$ cat src/pkg/spi_link_pkg.sv
/*
  Shared constants, frame layout and parity helper for the serial client
  port and its host controller.
  Assumes a 10 MHz system clock on both ends.
*/
package spi_link_pkg;

  // ---------------------------------------------------------------
  // timing
  // ---------------------------------------------------------------
  localparam int CLK_HZ = 10_000_000;
  localparam int T_SPI_EN_US = 100;
  localparam int T_SPI_EN_CYC = (T_SPI_EN_US * (CLK_HZ / 1_000_000) < 1) ? 1 :
                                T_SPI_EN_US * (CLK_HZ / 1_000_000);
  localparam int BUS_WAIT_CYC = 8;
  localparam int SCLK_HALF_CYC = 8;
  localparam int FRAME_GAP_CYC = 32;

  // ---------------------------------------------------------------
  // frame layout
  // ---------------------------------------------------------------
  localparam int FRAME_BITS = 16;
  localparam logic [4:0] CNT_FULL = 5'h10;
  localparam logic [4:0] CNT_SAT = 5'h11;
  localparam logic [3:0] HOST_LAST_BIT = 4'hf;
  localparam int B_RW = 15;
  localparam int A_HI = 14;
  localparam int A_LO = 2;
  localparam int D_HI = 9;
  localparam int D_LO = 2;
  localparam int P_HI = 1;
  localparam int P_LO = 0;

  // status field bit positions
  localparam int ST_BUS = 0;
  localparam int ST_PAR = 1;
  localparam int ST_CLK = 2;
  localparam int ST_IGN = 3;
  localparam int ST_RSV = 4;
  localparam logic [4:0] ST_OK = 5'h00;

  // first response after reset: read form, ignore flag set
  localparam logic [13:0] RESP_RESET = 14'h0800;

  // ---------------------------------------------------------------
  // memory map
  // ---------------------------------------------------------------
  localparam logic [15:0] ENABLE_REG_ADDR = 16'h1802;
  localparam int ENABLE_BIT = 0;
  localparam logic [12:0] SECURE_LO_END = 13'h008f;
  localparam logic [12:0] SECURE_HI_START = 13'h1800;
  localparam logic [12:0] SECURE_HI_END = 13'h188f;
  localparam logic [1:0] SECURE_OPEN = 2'h0;
  localparam logic [2:0] ADDR_PAD = 3'h0;

  // host controller register offsets
  localparam logic [1:0] HREG_TX = 2'h0;
  localparam logic [1:0] HREG_RX = 2'h1;
  localparam logic [1:0] HREG_STAT = 2'h2;

  // sync vector reset {powerup pin, sclk, ss_n, mosi}
  // pin bit resets low so the power-up window is not closed by a stale level
  localparam logic [3:0] SYNC_RST = 4'h2;

  // even parity over b15:9 and b8:2 of a frame body b15:2
  function automatic logic [1:0] frame_parity(input logic [13:0] body);
    return {^body[13:7], ^body[6:0]};
  endfunction : frame_parity

endpackage : spi_link_pkg

$ cat src/pkg/spi_link_if.sv
/*
  Four-wire serial link between the host controller and the client port.
  The client output is resolved here from its drive enable; undriven reads 0.
*/
`timescale 1ns/1ps
`default_nettype none
interface spi_link_if;
  logic sclk;
  logic ss_n;
  logic mosi;
  logic miso_out;
  logic miso_oe;
  logic miso;

  assign miso = miso_oe & miso_out;

  modport device (input sclk, input ss_n, input mosi, output miso_out, output miso_oe);
  modport host (output sclk, output ss_n, output mosi, input miso);
endinterface : spi_link_if
`default_nettype wire

$ cat src/core/spi_client_port.sv
/*
  Client end of the serial link: decodes command frames and masters the
  internal bus for single-byte reads and writes.
  Assumes link pins are asynchronous to clk_sys and the sclk is slow enough
  for a three-cycle sampling delay.
*/
`timescale 1ns/1ps
`default_nettype none
module spi_client_port #(
  parameter int EN_CYC = spi_link_pkg::T_SPI_EN_CYC,
  parameter int BUS_WAIT = spi_link_pkg::BUS_WAIT_CYC
) (
  // clock and reset
  input wire logic clk_sys,
  input wire logic rst_n,
  // serial link
  spi_link_if.device link,
  // chip control
  input wire logic powerup_enable_pin,
  input wire logic stop_mode,
  input wire logic [1:0] security_level_field,
  // software register port
  input wire logic [15:0] reg_addr,
  input wire logic [7:0] reg_wdata,
  input wire logic reg_wr,
  input wire logic reg_rd,
  output logic [7:0] reg_rdata,
  output logic link_enable_bit,
  // internal bus master
  output logic bus_req,
  input wire logic bus_gnt,
  output logic [15:0] bus_addr,
  output logic [7:0] bus_wdata,
  output logic bus_we,
  output logic bus_re,
  input wire logic [7:0] bus_rdata,
  output logic cpu_stall
);

  typedef enum logic [3:0] {
    S_IDLE = 4'b0001,
    S_REQ = 4'b0010,
    S_ACC = 4'b0100,
    S_DONE = 4'b1000
  } bus_state_t;

  // ---------------------------------------------------------------
  // state
  // ---------------------------------------------------------------
  logic [3:0] sync1, sync2, prev, next_sync2, next_prev;
  logic [15:0] in_shift, out_shift, next_in_shift, next_out_shift;
  logic [4:0] bit_cnt, next_bit_cnt;
  logic miso_out, miso_oe, next_miso_out, next_miso_oe;
  logic in_frame, next_in_frame;
  logic [13:0] resp_body, next_resp_body;
  logic awaiting_wr, next_awaiting_wr;
  logic [12:0] wr_addr, next_wr_addr;
  logic [15:0] pu_cnt, next_pu_cnt;
  logic pu_window, next_pu_window;
  logic next_link_enable_bit;
  logic [7:0] next_reg_rdata;
  bus_state_t state, next_state;
  logic op_we, next_op_we;
  logic [12:0] op_addr, next_op_addr;
  logic [7:0] op_data, next_op_data;
  logic [7:0] wait_cnt, next_wait_cnt;
  logic next_bus_req, next_bus_we, next_bus_re, next_cpu_stall;
  logic [15:0] next_bus_addr;
  logic [7:0] next_bus_wdata;

  logic sclk_rise, sclk_fall, ss_fall, ss_rise, mosi_s, pin_s, secured;

  assign link.miso_out = miso_out;
  assign link.miso_oe = miso_oe;
  assign sclk_rise = sync2[2] & ~prev[2];
  assign sclk_fall = ~sync2[2] & prev[2];
  assign ss_fall = ~sync2[1] & prev[1];
  assign ss_rise = sync2[1] & ~prev[1];
  assign mosi_s = sync2[0];
  assign pin_s = sync2[3];
  assign secured = security_level_field != spi_link_pkg::SECURE_OPEN;

  function automatic logic addr_ok(input logic [12:0] a, input logic locked);
    return !locked || (a <= spi_link_pkg::SECURE_LO_END) ||
           ((a >= spi_link_pkg::SECURE_HI_START) && (a <= spi_link_pkg::SECURE_HI_END));
  endfunction : addr_ok

  // ---------------------------------------------------------------
  // next state
  // ---------------------------------------------------------------
  always_comb begin
    logic [4:0] st;
    logic clk_bad, par_bad, start_op, start_we;
    logic [12:0] a;
    logic [7:0] start_data;
    st = spi_link_pkg::ST_OK;
    clk_bad = 1'b0;
    par_bad = 1'b0;
    start_op = 1'b0;
    start_we = 1'b0;
    a = in_shift[spi_link_pkg::A_HI:spi_link_pkg::A_LO];
    start_data = in_shift[spi_link_pkg::D_HI:spi_link_pkg::D_LO];
    next_sync2 = sync1;
    next_prev = sync2;
    next_in_shift = in_shift;
    next_out_shift = out_shift;
    next_bit_cnt = bit_cnt;
    next_miso_out = miso_out;
    next_miso_oe = miso_oe;
    next_in_frame = in_frame;
    next_resp_body = resp_body;
    next_awaiting_wr = awaiting_wr;
    next_wr_addr = wr_addr;
    next_pu_cnt = pu_cnt;
    next_pu_window = pu_window;
    next_link_enable_bit = link_enable_bit;
    next_reg_rdata = 8'h00;
    next_state = state;
    next_op_we = op_we;
    next_op_addr = op_addr;
    next_op_data = op_data;
    next_wait_cnt = wait_cnt;
    next_bus_req = bus_req;
    next_bus_we = 1'b0;
    next_bus_re = 1'b0;
    next_bus_addr = bus_addr;
    next_bus_wdata = bus_wdata;
    next_cpu_stall = cpu_stall;

    // software enable register
    if (reg_rd && reg_addr == spi_link_pkg::ENABLE_REG_ADDR) begin
      next_reg_rdata[spi_link_pkg::ENABLE_BIT] = link_enable_bit;
    end
    if (reg_wr && reg_addr == spi_link_pkg::ENABLE_REG_ADDR) begin
      next_link_enable_bit = reg_wdata[spi_link_pkg::ENABLE_BIT];
    end
    // power-up enable window: EN_CYC low pin cycles set the enable and close it; the first high pin level closes it earlier
    if (pu_window) begin
      if (!pin_s) begin
        next_pu_cnt = pu_cnt + 16'h0001;
        if (pu_cnt == 16'(EN_CYC - 1)) begin
          next_link_enable_bit = 1'b1;
          next_pu_window = 1'b0;
        end
      end else begin
        next_pu_window = 1'b0;
      end
    end

    // frame start: present the pending response msb first
    if (ss_fall && link_enable_bit && !stop_mode) begin
      next_in_frame = 1'b1;
      next_bit_cnt = 5'h00;
      next_out_shift = {resp_body, spi_link_pkg::frame_parity(resp_body)};
      next_miso_out = resp_body[13];
      next_miso_oe = 1'b1;
    end else if (in_frame) begin
      if (sclk_rise) begin
        next_in_shift = {in_shift[14:0], mosi_s};
        if (bit_cnt != spi_link_pkg::CNT_SAT) begin
          next_bit_cnt = bit_cnt + 5'h01;
        end
      end
      if (sclk_fall) begin
        next_out_shift = {out_shift[14:0], 1'b0};
        next_miso_out = out_shift[14];
      end
      if (ss_rise) begin
        next_in_frame = 1'b0;
        next_miso_oe = 1'b0;
        clk_bad = bit_cnt != spi_link_pkg::CNT_FULL;
        par_bad = spi_link_pkg::frame_parity(in_shift[15:2]) !=
                  in_shift[spi_link_pkg::P_HI:spi_link_pkg::P_LO];
        if (state == S_IDLE) begin
          if (clk_bad || par_bad) begin
            st[spi_link_pkg::ST_CLK] = clk_bad;
            st[spi_link_pkg::ST_PAR] = par_bad;
            st[spi_link_pkg::ST_IGN] = 1'b1;
            next_awaiting_wr = 1'b0;
            next_resp_body = {resp_body[13], st, resp_body[7:0]};
          end else if (awaiting_wr) begin
            next_awaiting_wr = 1'b0;
            a = wr_addr;
            if (in_shift[spi_link_pkg::B_RW]) begin
              start_op = 1'b1;
              start_we = 1'b1;
            end else begin
              st[spi_link_pkg::ST_IGN] = 1'b1;
              next_resp_body = {1'b1, st, resp_body[7:0]};
            end
          end else if (!in_shift[spi_link_pkg::B_RW]) begin
            start_op = 1'b1;
          end else begin
            next_awaiting_wr = 1'b1;
            next_wr_addr = a;
            next_resp_body = in_shift[15:2];
          end
        end
      end
    end

    if (start_op) begin
      if (!addr_ok(a, secured)) begin
        st[spi_link_pkg::ST_BUS] = 1'b1;
        st[spi_link_pkg::ST_IGN] = start_we;
        next_resp_body = {start_we, st, resp_body[7:0]};
      end else begin
        next_state = S_REQ;
        next_op_we = start_we;
        next_op_addr = a;
        next_op_data = start_data;
        next_wait_cnt = 8'h00;
        next_bus_req = 1'b1;
        next_cpu_stall = 1'b1;
      end
    end

    // internal bus access
    unique case (state)
      S_IDLE: begin
      end
      S_REQ: begin
        if (bus_gnt) begin
          next_state = S_ACC;
          next_bus_we = op_we;
          next_bus_re = ~op_we;
          next_bus_addr = {spi_link_pkg::ADDR_PAD, op_addr};
          next_bus_wdata = op_data;
        end else if (wait_cnt == 8'(BUS_WAIT - 1)) begin
          next_state = S_IDLE;
          next_bus_req = 1'b0;
          next_cpu_stall = 1'b0;
          st = spi_link_pkg::ST_OK;
          st[spi_link_pkg::ST_BUS] = 1'b1;
          st[spi_link_pkg::ST_IGN] = op_we;
          next_resp_body = {op_we, st, resp_body[7:0]};
        end else begin
          next_wait_cnt = wait_cnt + 8'h01;
        end
      end
      S_ACC: begin
        next_state = S_DONE;
      end
      S_DONE: begin
        next_state = S_IDLE;
        next_bus_req = 1'b0;
        next_cpu_stall = 1'b0;
        next_resp_body = {op_we, spi_link_pkg::ST_OK, op_we ? op_data : bus_rdata};
      end
    endcase
  end

  // ---------------------------------------------------------------
  // registers
  // ---------------------------------------------------------------
  always_ff @(posedge clk_sys or negedge rst_n) begin
    if (!rst_n) begin
      sync1 <= spi_link_pkg::SYNC_RST;
      sync2 <= spi_link_pkg::SYNC_RST;
      prev <= spi_link_pkg::SYNC_RST;
      in_shift <= 16'h0000;
      out_shift <= 16'h0000;
      bit_cnt <= 5'h00;
      miso_out <= 1'b0;
      miso_oe <= 1'b0;
      in_frame <= 1'b0;
      resp_body <= spi_link_pkg::RESP_RESET;
      awaiting_wr <= 1'b0;
      wr_addr <= 13'h0000;
      pu_cnt <= 16'h0000;
      pu_window <= 1'b1;
      link_enable_bit <= 1'b0;
      reg_rdata <= 8'h00;
      state <= S_IDLE;
      op_we <= 1'b0;
      op_addr <= 13'h0000;
      op_data <= 8'h00;
      wait_cnt <= 8'h00;
      bus_req <= 1'b0;
      bus_we <= 1'b0;
      bus_re <= 1'b0;
      bus_addr <= 16'h0000;
      bus_wdata <= 8'h00;
      cpu_stall <= 1'b0;
    end else begin
      sync1 <= {powerup_enable_pin, link.sclk, link.ss_n, link.mosi};
      sync2 <= next_sync2;
      prev <= next_prev;
      in_shift <= next_in_shift;
      out_shift <= next_out_shift;
      bit_cnt <= next_bit_cnt;
      miso_out <= next_miso_out;
      miso_oe <= next_miso_oe;
      in_frame <= next_in_frame;
      resp_body <= next_resp_body;
      awaiting_wr <= next_awaiting_wr;
      wr_addr <= next_wr_addr;
      pu_cnt <= next_pu_cnt;
      pu_window <= next_pu_window;
      link_enable_bit <= next_link_enable_bit;
      reg_rdata <= next_reg_rdata;
      state <= next_state;
      op_we <= next_op_we;
      op_addr <= next_op_addr;
      op_data <= next_op_data;
      wait_cnt <= next_wait_cnt;
      bus_req <= next_bus_req;
      bus_we <= next_bus_we;
      bus_re <= next_bus_re;
      bus_addr <= next_bus_addr;
      bus_wdata <= next_bus_wdata;
      cpu_stall <= next_cpu_stall;
    end
  end

endmodule : spi_client_port
`default_nettype wire

$ cat src/flat_wrapper.sv
// flat-port wrapper written by rule: the top's interface ports become plain ports
module spi_client_port_flat 
#(
  parameter int EN_CYC = spi_link_pkg::T_SPI_EN_CYC,
  parameter int BUS_WAIT = spi_link_pkg::BUS_WAIT_CYC
)
  (clk_sys, rst_n, powerup_enable_pin, stop_mode, security_level_field, reg_addr, reg_wdata, reg_wr, reg_rd, reg_rdata, link_enable_bit, bus_req, bus_gnt, bus_addr, bus_wdata, bus_we, bus_re, bus_rdata, cpu_stall, link_sclk, link_ss_n, link_mosi, link_miso_out, link_miso_oe);
  spi_link_if link_i ();
  input wire logic clk_sys;
  input wire logic rst_n;
  input wire logic powerup_enable_pin;
  input wire logic stop_mode;
  input wire logic [1:0] security_level_field;
  input wire logic [15:0] reg_addr;
  input wire logic [7:0] reg_wdata;
  input wire logic reg_wr;
  input wire logic reg_rd;
  output logic [7:0] reg_rdata;
  output logic link_enable_bit;
  output logic bus_req;
  input wire logic bus_gnt;
  output logic [15:0] bus_addr;
  output logic [7:0] bus_wdata;
  output logic bus_we;
  output logic bus_re;
  input wire logic [7:0] bus_rdata;
  output logic cpu_stall;
  input wire logic [$bits(link_i.sclk)-1:0] link_sclk;
  input wire logic [$bits(link_i.ss_n)-1:0] link_ss_n;
  input wire logic [$bits(link_i.mosi)-1:0] link_mosi;
  output wire logic [$bits(link_i.miso_out)-1:0] link_miso_out;
  output wire logic [$bits(link_i.miso_oe)-1:0] link_miso_oe;
  assign link_i.sclk = link_sclk;
  assign link_i.ss_n = link_ss_n;
  assign link_i.mosi = link_mosi;
  assign link_miso_out = link_i.miso_out;
  assign link_miso_oe = link_i.miso_oe;
  spi_client_port #(.EN_CYC(EN_CYC), .BUS_WAIT(BUS_WAIT)) u_core (.clk_sys(clk_sys), .rst_n(rst_n), .link(link_i), .powerup_enable_pin(powerup_enable_pin), .stop_mode(stop_mode), .security_level_field(security_level_field), .reg_addr(reg_addr), .reg_wdata(reg_wdata), .reg_wr(reg_wr), .reg_rd(reg_rd), .reg_rdata(reg_rdata), .link_enable_bit(link_enable_bit), .bus_req(bus_req), .bus_gnt(bus_gnt), .bus_addr(bus_addr), .bus_wdata(bus_wdata), .bus_we(bus_we), .bus_re(bus_re), .bus_rdata(bus_rdata), .cpu_stall(cpu_stall));
endmodule
$ cat config.mk
export PLATFORM = sky130hd
export DESIGN_NAME = spi_client_port_flat
export DESIGN_NICKNAME = d
export VERILOG_FILES = /design/src/pkg/spi_link_pkg.sv /design/src/pkg/spi_link_if.sv /design/src/core/spi_client_port.sv /design/src/flat_wrapper.sv
export SDC_FILE = /design/constraint.sdc
export NUM_CORES = 1
export LEC_CHECK = 0
export BUFFER_PORTS_ARGS = -buffer_cell sky130_fd_sc_hd__buf_2
export CORE_ASPECT_RATIO = 1.1
export CORE_UTILIZATION = 50
export CTS_CLUSTER_SIZE = 8
export DETAILED_ROUTE_END_ITERATION = 16
export GPL_TIMING_DRIVEN = 0
export PLACE_DENSITY = 0.72
export SYNTH_ARGS = -nofsm -noshare
export SYNTH_HDL_FRONTEND = slang
export SYNTH_SLANG_ARGS = --single-unit
$ cat constraint.sdc
create_clock -name clk_sys -period 3.45 [get_ports clk_sys]
set_input_delay 0.1725 -clock clk_sys [delete_from_list [all_inputs] [get_ports clk_sys]]
set_output_delay 0.1725 -clock clk_sys [all_outputs]
set_load 0.05 [all_outputs]
==> impl_metrics.toml <==
[cts]
cts_buffers = 17
insertion_delay_ps = 430
post_cts_resized = 0
clock_sinks = 155
cts_tree = "yes"
postCtsSetupBuffers = 0
clk_pin_slew_ps = 60
cts_htree_levels = 4
cts-root-buf = "clkbuf_16"
clk_path_buf_depth = 2

[global_routing]
grt_use_total_pct = 21.0
first_global_vias = 4921
grt_max_degree = 90
grt_overflow = 0
grt_pass1_wl_um = 23900
antenna_found_initial = 0

[floorplan]
start_util_pct = 51.8
die_h_um = 128
die_w_um = 116
rows = 45
dieArea_um2 = 14900
ios = 83
core_area_um2 = 13900

[timing]
setup_ws_ps = 547
fin_crit_sh_pct = 84.1
relSlewSlack_pct = 43.8
min_period_ps = 2900
hold_viol_final = 0
fmax_ghz = 0.345
fin_skew_ps = 11.3
tightestPinTransition_ps = 831
grt_setup_unrepaired = "no"
setup_viol = 0
setup_tns_ps = 0
slew_viol_final = 0

[cells_and_area]
ff_latch_area_um2 = 3890
syn2layout_area_growth_pct = 17.3
final_area_um2 = 8450
multi_input_area_um2 = 3110
final_common_cell = "dfrtp_1"
drive_gt1_share_pct = 30.4
nets = 756
final_cells = 906
mostFrequentLayoutCells = "dfrtp_1 (149), mux2_2 (84), buf_2 (74), nor2_1 (51), xnor2_1 (34)"
n_fill_cell = 1167
antennaDiodeCount = 0

[drt]
wire_per_inst_um = 15.8
drcViolationCount = 0
num_vias = 4912
drt_iter0_markers = 326
antenna_left = 0
wl_um = 14300
firstDrtPassIters = 4
vias_per_cell = 5.42

[place]
placed_cell_area_um2 = 7830
pre_cts_slack_ps = 538
globalplace.congestion = 0.829
hpwlAfterDp_um = 10000
port_buffers = 65
dp.cells = 867

[setup_path]
start_kind = "register"
critical_path_class = "reg -> reg"
cp_max_fo = 10
worst_setup_path_end_kind = "register"
crit_required_ps = 3760
cp.arrival_ps = 3210

[pwr]
p_leak_nw = 4.05
worst_ir_drop_vdd_mv = 0.389
fin_total_pwr_mw = 4.36
pwr_density_cell_nw_per_um2 = 516

[run]
cap_violations = 0

[logic_synthesis]
synth_warnings = 0
synth.distinct_cells = 61
synth_seq_area_share_pct = 54.0
synth_edf_count = 0
synth-main-ff-cell = "dfrtp_1"
syn_inst = 604
syn_area_per_cell_um2 = 11.9
synth_async_sr_flop_share_pct = 100
ys_ff_latch = 155
netlist_area_um2 = 7200

[outcome]
status = "finished, final reports clean"

[worst_hold_path]
hold_class = "in -> reg"
==> stage by stage <==
stage / utilization, % / hold slack (ps)
final: 60.7 / 89.6
after global routing: 60.7 / 117
after CTS: 60.7 / 77.0
after detailed placement: 56.3 / 283
after global placement: 56.1 / 281
after floorplan: - / -123
==> cell usage after synthesis (all sizes together), types with 3 or more instances <==
| master | count | share of area [%] |
|---|---|---|
| dfrtp | 149 | 52 |
| mux2 | 86 | 13 |
| nor2 | 53 | 3.0 |
| xnor2 | 34 | 4.1 |
| nand2 | 28 | 1.5 |
| mux2i | 25 | 3.5 |
| buf | 24 | 2.1 |
| nand3 | 21 | 1.5 |
| a21oi | 20 | 1.4 |
| clkbuf | 15 | 0.80 |
| xor2 | 15 | 1.8 |
| o21ai | 13 | 0.90 |
| inv | 10 | 0.52 |
| a221o | 8 | 1.1 |
| a31oi | 8 | 0.69 |
| and3 | 8 | 0.69 |
| ha | 7 | 1.2 |
| dfstp | 6 | 2.2 |
| nor2b | 6 | 0.52 |
| nor3 | 6 | 0.49 |
| nor4 | 6 | 0.61 |
| nand4 | 5 | 0.43 |
| nand2b | 4 | 0.35 |
| nand3b | 4 | 0.42 |
| a32oi | 3 | 0.36 |
| and4 | 3 | 0.36 |
| nor4b | 3 | 0.36 |
| o21a | 3 | 0.31 |
==> cell families after synthesis <==
kind of cell    count (synthesis)  synth area share (%)
buf+inv                        49                  3.37
fa+ha+maj                       7                  1.22
other cells                     1                0.0521
xor+xnor                       49                  5.96
compound gates                 70                  6.57
mux                           111                  16.9
flops                         155                  54.0
simple gates                  162                  12.0
==> worst paths after layout <==
kind                                      start                     end  slack [ps]  cells past startpoint
max in group asynchronous                 rst_n         u_core.state[0]        2270                      3
min in group asynchronous                 rst_n      u_core.bus_addr[4]         360                      2
max                             u_core.state[0]      u_core.op_addr[10]         550                      7
min reg2reg                u_core.next_sync2[3]     u_core.next_prev[3]         340                      0
max reg2reg                     u_core.state[0]      u_core.op_addr[10]         550                      7
min                                      reg_wr  u_core.link_enable_bit          90                      4
==> routing by layer <==
layer	up-vias	global-route usage, %	part of all wire [%]
met3	16	5.67	3.7
met2	95	34.7	51
met5	-	0	0
met1	2479	26.7	44
li1	2322	-	-
met4	0	7.01	1.5
==> flip-flops by register name, indices dropped and copies added, names as in the netlist, 2 cells and up <==
| name | count |
|---|---|
| u_core.resp_body | 14 |
| u_core.in_shift | 16 |
| u_core.bus_addr | 13 |
| u_core.wr_addr | 13 |
| u_core.wait_cnt | 8 |
| u_core.op_addr | 13 |
| u_core.next_prev | 4 |
| u_core.pu_cnt | 16 |
| u_core.out_shift | 15 |
| u_core.state | 4 |
| u_core.bit_cnt | 5 |
| u_core.prev | 2 |
| u_core.next_sync2 | 4 |
| u_core.op_data | 8 |
| u_core.bus_wdata | 8 |
==> layout make-up <==
| class | instances | share of cell area, % |
|---|---|---|
| Buffer | 39 | 2.43 |
| Clock buffer | 21 | 5.33 |
| Clock inverter | 11 | 1.14 |
| Inverter | 10 | 0.444 |
| Multi-Input combinational cell | 409 | 36.8 |
| Sequential cell | 155 | 46.0 |
| Tap cell | 188 | 2.78 |
| Timing Repair Buffer | 73 | 5.08 |
==> critical path, stage by stage (launching register included) <==
cell and delay [ps]:
dfstp_2 570, or4b_4 550, nor2_8 160, nand2_2 110, nor4_2 390, buf_2 340, mux2_2 370, mux2_1 290
==> report_power, final <==
group	total, mW	switching [mW]	internal, mW
clock network	1.72	0.716	1.01
registers	2.07	0.122	1.94
logic	0.575	0.337	0.238
==> timing repair <==
action,CTS,global route
endpoints found under the setup margin,0,0
endpoints found under the hold margin,90,0
hold buffers,7,0
Note: power is estimated with default switching activity, not from simulation.
